`config.mk`:
```
export PLATFORM = sky130hd
export DESIGN_NAME = priority_flow_control_unit
export DESIGN_NICKNAME = d
export VERILOG_FILES = /design/src/logic/pfc_pkg.sv /design/src/logic/priority_flow_control_unit.sv
export VERILOG_INCLUDE_DIRS = /design/src /design/src/logic
export SDC_FILE = /design/constraint.sdc
export NUM_CORES = 1
export LEC_CHECK = 0
export BUFFER_PORTS_ARGS = -buffer_cell sky130_fd_sc_hd__buf_2
export CORE_ASPECT_RATIO = 0.6
export CORE_UTILIZATION = 50
export CTS_CLUSTER_DIAMETER = 50
export DETAILED_ROUTE_END_ITERATION = 10
export PLACE_DENSITY = 0.67
export SLEW_MARGIN = 10
export SYNTH_ARGS = -nofsm -noshare
export SYNTH_HDL_FRONTEND = slang
export SYNTH_SLANG_ARGS = --single-unit
```
`constraint.sdc`:
```
create_clock -name clk -period 5.6 [get_ports clk]
set_input_delay 0.28 -clock clk [delete_from_list [all_inputs] [get_ports clk]]
set_output_delay 0.28 -clock clk [all_outputs]
set_load 0.005 [all_outputs]
```
`src/logic/pfc_consts.svh`:
```
/*
  Constants of the priority flow control unit: register map, field
  positions, reset values, frame layout and timing figures.
  Assumes inclusion by bare name from the design and the bench.
*/
`ifndef PFC_CONSTS_SVH
`define PFC_CONSTS_SVH

// Register word indices on the Avalon-MM slave
`define PFC_REG_CTRL        3'h0
`define PFC_REG_PAUSE_VAL   3'h1
`define PFC_REG_MIN_INT     3'h2
`define PFC_REG_TX_CNT      3'h3
`define PFC_REG_RX_CNT      3'h4
`define PFC_REG_STATUS      3'h5

// Control register fields
`define PFC_CTRL_TXEN       0
`define PFC_CTRL_RXEN       1
`define PFC_CTRL_PRIO_LSB   8
`define PFC_CTRL_SPEED_LSB  16

// Reset values
`define PFC_CTRL_RESET      32'h0000_0000
`define PFC_PAUSE_RESET     16'hffff
`define PFC_MIN_RESET       16'h0010

// Speed codes in the control register
`define PFC_SPEED_10M       2'h0
`define PFC_SPEED_100M      2'h1
`define PFC_SPEED_1G        2'h2
`define PFC_SPEED_10G       2'h3

// Clock and line rates in Hz; one pause quantum is 512 bit times
`define PFC_CLK_HZ          10000000
`define PFC_RATE_10M        10000000
`define PFC_RATE_100M       100000000
`define PFC_RATE_1G         1000000000
`define PFC_RATE_10G        64'd10000000000
`define PFC_QUANTUM_SHIFT   9

// Frame layout
`define PFC_DEST_ADDR       48'h0180_c200_0001
`define PFC_ETHERTYPE       16'h8808
`define PFC_OPCODE          16'h0101
`define PFC_PEV             16'h00ff
`define PFC_HDR_BYTES       6'd18
`define PFC_TIME_END        6'd34
`define PFC_FRAME_LAST      6'd59
`define PFC_RX_TYPE_LO      6'd13
`define PFC_RX_OPC_LO       6'd15
`define PFC_RX_PEV_LO       6'd17

`endif

```
`src/logic/pfc_pkg.sv`:
```
/*
  Types shared by the priority flow control unit.
  Assumes pfc_consts.svh is on the include path.
*/
package pfc_pkg;
  typedef logic [15:0] quanta_t;
  typedef enum logic {TX_IDLE, TX_SEND} txState_t;
endpackage : pfc_pkg

```
`src/logic/priority_flow_control_unit.sv`:
```
/*
  Priority flow control for one Ethernet port: pause frame generation
  from the congestion vector, pause frame reception with per-priority
  pause counters, stop indications and egress hold, statistics.
  Assumes a byte-wide MAC stream on both sides on the same clock, and
  an Avalon-MM master for the registers.
*/
`timescale 1ns/10ps
`default_nettype none
`include "pfc_consts.svh"

// Summary of operation
// - Pause sending and pause reaction enabled separately, sending per priority.
// - Queue watermark crossing asserts congestion, fed in as a vector.
// - Congestion status held per priority as an 8-bit vector.
// - A priority turning congested triggers a pause frame.
// - Refresh frame after half the pause time if still congested.
// - New congestion while timer runs sends after the minimum interval.
// - One refresh timer shared by all eight priorities.
// - Every frame reports all priorities, enable vector fixed 0x00ff.
// - Disabled priorities carry pause time zero.
// - Pause time and minimum interval configurable, pause time shared.
// - Each sent pause frame increments the sent pause counter.
// - Received pause frames load per-priority pause counters.
// - Pause counters count down at the link speed rate.
// - Nonzero pause counter gives a stop indication.
// - Stopped priorities have their egress queue held.
// - Received pause frames counted as unknown opcode control frames.
module priority_flow_control_unit #(
  parameter int          PRIOS      = 8,
  parameter logic [47:0] SRC_ADDR   = 48'h0200_0000_0001
) (
  input  wire logic              clk,
  input  wire logic              resetn,
  input  wire logic [2:0]        address,
  input  wire logic              read,
  input  wire logic              write,
  input  wire logic [31:0]       writedata,
  output logic      [31:0]       readdata,
  output logic                   waitrequest,
  input  wire logic [PRIOS-1:0]  perPriorityCongestionVector,
  output logic                   txValid,
  output logic      [7:0]        txData,
  output logic                   txLast,
  input  wire logic              txReady,
  input  wire logic              rxValid,
  input  wire logic [7:0]        rxData,
  input  wire logic              rxLast,
  output logic      [PRIOS-1:0]  stopIndication,
  output logic      [PRIOS-1:0]  egressHold
);

  localparam logic [10:0] BITS_10M  = 11'(`PFC_RATE_10M / `PFC_CLK_HZ);
  localparam logic [10:0] BITS_100M = 11'(`PFC_RATE_100M / `PFC_CLK_HZ);
  localparam logic [10:0] BITS_1G   = 11'(`PFC_RATE_1G / `PFC_CLK_HZ);
  localparam logic [10:0] BITS_10G  = 11'(`PFC_RATE_10G / `PFC_CLK_HZ);

  logic [31:0]           ctrl_q;
  pfc_pkg::quanta_t      sentPauseTimeValue_q;
  pfc_pkg::quanta_t      minRefreshInterval_q;
  logic [31:0]           sentPauseFrameCount_q;
  logic [31:0]           rxUnknownOpcodeCount_q;
  logic [31:0]           readData_d;
  logic                  wrCommit;
  logic                  txEnable;
  logic                  rxEnable;
  logic [PRIOS-1:0]      prioEnable;
  logic [1:0]            linkSpeed;
  logic [PRIOS-1:0]      congestion_q;
  logic [PRIOS-1:0]      effCong;
  logic [PRIOS-1:0]      effCongPrev_q;
  logic                  congRise;
  logic [10:0]           bitAcc_q;
  logic [10:0]           bitsPerCycle;
  logic [11:0]           bitSum;
  logic [1:0]            quantaTick;
  pfc_pkg::txState_t     txState_q;
  logic [5:0]            txIdx_q;
  logic [5:0]            txIdxNext;
  logic [PRIOS-1:0]      snapMask_q;
  pfc_pkg::quanta_t      elapsed_q;
  logic                  running_q;
  logic                  earlyPend_q;
  logic                  sendReq;
  logic                  txStart;
  logic                  txDone;
  logic [5:0]            rxIdx_q;
  logic [7:0]            rxPrev_q;
  logic                  typeOk_q;
  logic                  opcOk_q;
  logic [PRIOS-1:0]      rxPev_q;
  pfc_pkg::quanta_t      rxTime_q [PRIOS];
  pfc_pkg::quanta_t      pauseCnt_q [PRIOS];
  logic                  rxPfcEnd;

  // Control fields
  assign txEnable   = ctrl_q[`PFC_CTRL_TXEN];
  assign rxEnable   = ctrl_q[`PFC_CTRL_RXEN];
  assign prioEnable = ctrl_q[`PFC_CTRL_PRIO_LSB +: PRIOS];
  assign linkSpeed  = ctrl_q[`PFC_CTRL_SPEED_LSB +: 2];

  // Bus answer: waitrequest drops for one cycle after a request
  always_ff @(posedge clk or negedge resetn) begin
    if (!resetn) begin
      waitrequest <= 1'b1;
    end else if ((read || write) && waitrequest) begin
      waitrequest <= 1'b0;
    end else begin
      waitrequest <= 1'b1;
    end
  end

  assign wrCommit = write && !waitrequest;

  // Read data mux, unmapped words read zero
  always_comb begin
    readData_d = 32'h0000_0000;
    unique case (address)
      `PFC_REG_CTRL:      readData_d = ctrl_q;
      `PFC_REG_PAUSE_VAL: readData_d = {16'h0000, sentPauseTimeValue_q};
      `PFC_REG_MIN_INT:   readData_d = {16'h0000, minRefreshInterval_q};
      `PFC_REG_TX_CNT:    readData_d = sentPauseFrameCount_q;
      `PFC_REG_RX_CNT:    readData_d = rxUnknownOpcodeCount_q;
      `PFC_REG_STATUS:    readData_d = {16'h0000, stopIndication, congestion_q};
      default:            readData_d = 32'h0000_0000;
    endcase
  end

  // Read data captured as waitrequest drops
  always_ff @(posedge clk or negedge resetn) begin
    if (!resetn) begin
      readdata <= 32'h0000_0000;
    end else if (read && waitrequest) begin
      readdata <= readData_d;
    end
  end

  // Configuration registers
  always_ff @(posedge clk or negedge resetn) begin
    if (!resetn) begin
      ctrl_q               <= `PFC_CTRL_RESET;
      sentPauseTimeValue_q <= `PFC_PAUSE_RESET;
      minRefreshInterval_q <= `PFC_MIN_RESET;
    end else if (wrCommit) begin
      if (address == `PFC_REG_CTRL) begin
        ctrl_q <= writedata;
      end
      if (address == `PFC_REG_PAUSE_VAL) begin
        sentPauseTimeValue_q <= writedata[15:0];
      end
      if (address == `PFC_REG_MIN_INT) begin
        minRefreshInterval_q <= writedata[15:0];
      end
    end
  end

  // Quantum ticks from a bit-time accumulator
  always_comb begin
    unique case (linkSpeed)
      `PFC_SPEED_10M:  bitsPerCycle = BITS_10M;
      `PFC_SPEED_100M: bitsPerCycle = BITS_100M;
      `PFC_SPEED_1G:   bitsPerCycle = BITS_1G;
      `PFC_SPEED_10G:  bitsPerCycle = BITS_10G;
    endcase
  end

  assign bitSum     = {1'b0, bitAcc_q} + {1'b0, bitsPerCycle};
  assign quantaTick = bitSum[`PFC_QUANTUM_SHIFT +: 2];

  always_ff @(posedge clk or negedge resetn) begin
    if (!resetn) begin
      bitAcc_q <= 11'h000;
    end else begin
      bitAcc_q <= {2'b00, bitSum[`PFC_QUANTUM_SHIFT-1:0]};
    end
  end

  // Congestion status held per priority
  always_ff @(posedge clk or negedge resetn) begin
    if (!resetn) begin
      congestion_q  <= '0;
      effCongPrev_q <= '0;
    end else begin
      congestion_q  <= perPriorityCongestionVector;
      effCongPrev_q <= effCong;
    end
  end

  assign effCong  = txEnable ? (congestion_q & prioEnable) : '0;
  assign congRise = |(effCong & ~effCongPrev_q);

  // Shared refresh timer and send decision
  assign sendReq = (!running_q && congRise)
                || (running_q && earlyPend_q
                    && elapsed_q >= minRefreshInterval_q)
                || (running_q && |effCong
                    && elapsed_q >= (sentPauseTimeValue_q >> 1));
  assign txStart = (txState_q == pfc_pkg::TX_IDLE) && sendReq;
  assign txDone  = txValid && txReady && txLast;

  always_ff @(posedge clk or negedge resetn) begin
    if (!resetn) begin
      elapsed_q   <= '0;
      running_q   <= 1'b0;
      earlyPend_q <= 1'b0;
    end else if (txStart) begin
      elapsed_q   <= '0;
      running_q   <= 1'b1;
      earlyPend_q <= 1'b0;
    end else begin
      if (running_q && congRise) begin
        earlyPend_q <= 1'b1;
      end
      if (running_q && elapsed_q >= sentPauseTimeValue_q && !(|effCong)) begin
        running_q <= 1'b0;
      end
      if (elapsed_q <= 16'hffff - 16'(quantaTick)) begin
        elapsed_q <= elapsed_q + 16'(quantaTick);
      end else begin
        elapsed_q <= 16'hffff;
      end
    end
  end

  // Frame byte generator
  function automatic logic [7:0] txByte(input logic [5:0] idx,
                                        input logic [PRIOS-1:0] mask,
                                        input pfc_pkg::quanta_t pval);
    logic [143:0] hdr;
    logic [5:0]   off;
    hdr = {`PFC_DEST_ADDR, SRC_ADDR, `PFC_ETHERTYPE, `PFC_OPCODE, `PFC_PEV};
    off = 6'h00;
    txByte = 8'h00;
    if (idx < `PFC_HDR_BYTES) begin
      off    = `PFC_HDR_BYTES - 6'd1 - idx;
      txByte = hdr[off*8 +: 8];
    end else if (idx < `PFC_TIME_END) begin
      off = idx - `PFC_HDR_BYTES;
      if (mask[off[3:1]]) begin
        txByte = off[0] ? pval[7:0] : pval[15:8];
      end
    end
  endfunction : txByte

  assign txIdxNext = txStart ? 6'h00 : txIdx_q + 6'h01;

  // Transmit stream, advanced by txReady
  always_ff @(posedge clk or negedge resetn) begin
    if (!resetn) begin
      txState_q  <= pfc_pkg::TX_IDLE;
      txIdx_q    <= 6'h00;
      snapMask_q <= '0;
      txValid    <= 1'b0;
      txData     <= 8'h00;
      txLast     <= 1'b0;
    end else begin
      unique case (txState_q)
        pfc_pkg::TX_IDLE: begin
          if (txStart) begin
            txState_q  <= pfc_pkg::TX_SEND;
            txIdx_q    <= txIdxNext;
            snapMask_q <= effCong;
            txValid    <= 1'b1;
            txData     <= txByte(txIdxNext, effCong, sentPauseTimeValue_q);
            txLast     <= 1'b0;
          end
        end
        pfc_pkg::TX_SEND: begin
          if (txDone) begin
            txState_q <= pfc_pkg::TX_IDLE;
            txValid   <= 1'b0;
            txLast    <= 1'b0;
          end else if (txValid && txReady) begin
            txIdx_q <= txIdxNext;
            txData  <= txByte(txIdxNext, snapMask_q, sentPauseTimeValue_q);
            txLast  <= (txIdxNext == `PFC_FRAME_LAST);
          end
        end
      endcase
    end
  end

  // Statistics counters
  always_ff @(posedge clk or negedge resetn) begin
    if (!resetn) begin
      sentPauseFrameCount_q  <= 32'h0000_0000;
      rxUnknownOpcodeCount_q <= 32'h0000_0000;
    end else begin
      if (txDone) begin
        sentPauseFrameCount_q <= sentPauseFrameCount_q + 32'h0000_0001;
      end
      if (rxPfcEnd) begin
        rxUnknownOpcodeCount_q <= rxUnknownOpcodeCount_q + 32'h0000_0001;
      end
    end
  end

  // Receive parser: type, opcode, enable vector, pause times
  always_ff @(posedge clk or negedge resetn) begin
    if (!resetn) begin
      rxIdx_q  <= 6'h00;
      rxPrev_q <= 8'h00;
      typeOk_q <= 1'b0;
      opcOk_q  <= 1'b0;
      rxPev_q  <= '0;
    end else if (rxValid) begin
      rxPrev_q <= rxData;
      if (rxLast) begin
        rxIdx_q  <= 6'h00;
        typeOk_q <= 1'b0;
        opcOk_q  <= 1'b0;
      end else if (rxIdx_q != 6'h3f) begin
        rxIdx_q <= rxIdx_q + 6'h01;
      end
      if (rxIdx_q == `PFC_RX_TYPE_LO && !rxLast) begin
        typeOk_q <= ({rxPrev_q, rxData} == `PFC_ETHERTYPE);
      end
      if (rxIdx_q == `PFC_RX_OPC_LO && !rxLast) begin
        opcOk_q <= ({rxPrev_q, rxData} == `PFC_OPCODE);
      end
      if (rxIdx_q == `PFC_RX_PEV_LO) begin
        rxPev_q <= rxData[PRIOS-1:0];
      end
    end
  end

  assign rxPfcEnd = rxValid && rxLast && typeOk_q && opcOk_q;

  // Per priority: time capture, pause counter, stop and hold
  for (genvar p = 0; p < PRIOS; p++) begin : g_prio
    localparam logic [5:0] LO_IDX = 6'(`PFC_HDR_BYTES + 2*p + 1);

    always_ff @(posedge clk or negedge resetn) begin
      if (!resetn) begin
        rxTime_q[p] <= '0;
      end else if (rxValid && rxIdx_q == LO_IDX) begin
        rxTime_q[p] <= {rxPrev_q, rxData};
      end
    end

    always_ff @(posedge clk or negedge resetn) begin
      if (!resetn) begin
        pauseCnt_q[p] <= '0;
      end else if (rxPfcEnd && rxEnable && rxPev_q[p]) begin
        pauseCnt_q[p] <= rxTime_q[p];
      end else if (pauseCnt_q[p] > 16'(quantaTick)) begin
        pauseCnt_q[p] <= pauseCnt_q[p] - 16'(quantaTick);
      end else begin
        pauseCnt_q[p] <= '0;
      end
    end

    always_ff @(posedge clk or negedge resetn) begin
      if (!resetn) begin
        stopIndication[p] <= 1'b0;
        egressHold[p]     <= 1'b0;
      end else begin
        stopIndication[p] <= (pauseCnt_q[p] != '0);
        egressHold[p]     <= stopIndication[p];
      end
    end
  end

endmodule : priority_flow_control_unit
`default_nettype wire

```
==> results.cfg <==
[hold_path]
holdCritPathClass = in2reg

[timing]
fin_crit_ps = 4928
tightest_slew_ps = 1173
finalCritPeriodShare = 0.8799
rsz0062_at_grt = no
maxSlewViolCount = 0
relSlewSlack = 0.2150
fmax_mhz = 202.9
finalSetupTns_ps = 0
finalWorstSetupSlack_ps = 672.3
setup_violations = 0
finalClockSkew_ps = 24.71
finalHoldViolations = 0

[power]
ir_drop_mv = 0.3380
p_per_area_nw_per_um2 = 426.0
fin_total_pwr_mw = 12.33
p_leak_nw = 13.10

[layout]
register_area_um2 = 13160
nFillCells = 4150
area_growth_pct = 13.52
final_common_cell = dfrtp_1
final_core_util = 0.5811
fin_cells = 3229
drive_above_1_share = 0.1891
final_cell_mix = 507 x dfrtp_1, 284 x nand2_1, 205 x mux2_2, 204 x o21ai_0, 136 x xnor2_1
multi_input_area_um2 = 11640
final_nets = 2653

[grt]
grt_max_degree = 128
antenna_found_initial = 5
overflow = 0
grt_pass1_vias = 18300
grt_usage = 0.2582
grt_pass1_wl_mm = 104.9

[floorplanning]
initial_core_util = 0.5119
top_level_ports = 117
die-area_um2 = 51940
die-width_um = 293.6
core_um2 = 49820
die_h_um = 176.9
row_count = 63

[setup_path]
crit_fanout = 10
start_kind = flop
path_class = reg2reg
critPathCaptureType = flop
cp.arrival_ps = 5450
crit_required_ps = 6120

[logic_synthesis]
synth_edf_count = 0
ys.flop_type = dfrtp_1
ys_seq_area_frac = 0.5161
synth_area_um2 = 25500
synth_area_leaders = dfrtp_1 50%, mux2_2 9.1%, xnor2_1 4.7%
yosys.area.top_type = dfrtp_1
synth_warnings = 0
avgSynthCellArea_um2 = 10.73
synth_top_cell_area_share = 0.4975
syn_inst = 2376
ys_types = 70
async_flop_share = 1.000
syn-num-nets = 2525
synth_seq_cells = 525

[clock_network]
clockBufferDepth = 3
cts-buffers-inserted = 51
post_cts_resized = 0
clk_latency_ps = 580
h-tree-depth = 2
cts.sinks = 525
clk_pin_slew_ps = 70
cts_tree = built
cts-root-buf = clkbuf_16

[detailed_routing]
ant_nets = 0
wl_per_cell_um = 20.38
totalWireLength_mm = 65.80
drt_iter0_drc = 1625
remaining_drc_errors = 0
vias_per_cell = 5.762
vias = 18610
dr.pass1.iters = 6

[run_status]
status = finished, final reports clean

[placement]
post-place-ws_ps = 739.3
io_buffers = 116
place_congestion = 0.8936
hpwlAfterDp_mm = 45.29
placed_cells = 3091

[run]
drv_cap = 0
==> metal layers <==
layer / GRT usage / share of wire / vias up
met1: 0.4034 / 0.49 / 9386
li1: - / - / 8587
met5: 0 / 0 / -
met4: 0.06424 / 0.020 / 0
met2: 0.3710 / 0.43 / 547
met3: 0.04244 / 0.061 / 87
==> flip-flops by register name, summed over array words and instances (netlist names), 6 cells and up <==
name                    count
sentPauseFrameCount_q      32
rxIdx_q                     6
rxPrev_q                    8
congestion_q                8
readdata                   32
txData                      8
snapMask_q                  8
stopIndication              8
sentPauseTimeValue_q       16
bitAcc_q                    9
pauseCnt_q                128
minRefreshInterval_q       16
rxUnknownOpcodeCount_q     32
egressHold                  8
rxPev_q                     8
ctrl_q                     32
elapsed_q                  16
rxTime_q                  128
effCongPrev_q               8
txIdx_q                     6
==> worst max-delay path, stage by stage, from the launching register on <==
cell      delay [ps]
dfstp_2          550
inv_1            110
ha_1             330
a21o_1           200
a2111o_1         410
a221oi_1         290
o21ai_0          240
a21oi_1          590
nand2_1          150
ha_1             370
and2_1           240
nor2b_1          220
nor4b_1          500
nand2_1          140
o21ai_0          320
o22a_1           210
==> path summary, 6_finish.rpt <==
kind | start | end | slack (ps) | cells after the start
setup / recovery | sentPauseTimeValue_q[14]$_DFFE_PN1P_ | txData[5]$_DFFE_PN0P_ | 670 | 15
hold reg to reg | pauseCnt_q[64]$_DFF_PN0_ | stopIndication[3]$_DFF_PN0_ | 460 | 1
hold / removal | writedata[15] | minRefreshInterval_q[15]$_DFFE_PN0P_ | 20 | 3
min in group asynchronous | resetn | sentPauseFrameCount_q[20]$_DFFE_PN0P_ | 350 | 2
max in group asynchronous | resetn | rxTime_q[109]$_DFFE_PN0P_ | 3800 | 3
setup reg to reg | sentPauseTimeValue_q[14]$_DFFE_PN1P_ | txData[5]$_DFFE_PN0P_ | 670 | 15
==> Yosys cell counts, drive strengths merged (21+ instances only) <==
library cell and instances:
a21oi 93, nand4 30, xnor2 136, o21ai 204, dfrtp 507, nor2b 21
nor4 33, clkbuf 91, nor2 128, ha 81, nand2 284, and3 29
xor2 66, nand3 46, nor3 46, inv 84, mux2 206
==> logic make-up after synthesis <==
family,count (synthesis),synth area share
flops,525,0.5161
xor+xnor,202,0.06938
fa+ha+maj,91,0.04759
mux,233,0.1055
simple gates,704,0.1317
compound gates,432,0.1011
buf+inv,189,0.02861
==> stage by stage <==
stage	hold WS, ps	instance area [um2]
after global placement	365.2	26760
final	16.50	28950
after global routing	38.62	28940
after CTS	1.477	28940
after floorplan	-15.59	25500
after detailed placement	368.9	26760
==> area by class of cell <==
class | count | area share
sequential | 525 | 0.4546
multi-input combinational | 1662 | 0.4021
clock buffer | 63 | 0.04875
timing repair buffer | 180 | 0.04192
tap | 682 | 0.02948
clock inverter | 29 | 0.01193
inverter | 84 | 0.01089
antenna | 4 | 0.0003458
==> timing repair <==
item	CTS	global route
buffers inserted	0	0
endpoints found under the hold margin	131	0
hold buffers	42	0
==> power by group <==
part | switching, mW | total (mW) | internal, mW
registers | 0.767 | 5.32 | 4.55
clock network | 1.53 | 3.62 | 2.08
logic | 1.90 | 3.40 | 1.50
total | 4.20 | 12.3 | 8.13
Power figures use the tool's default switching activity.
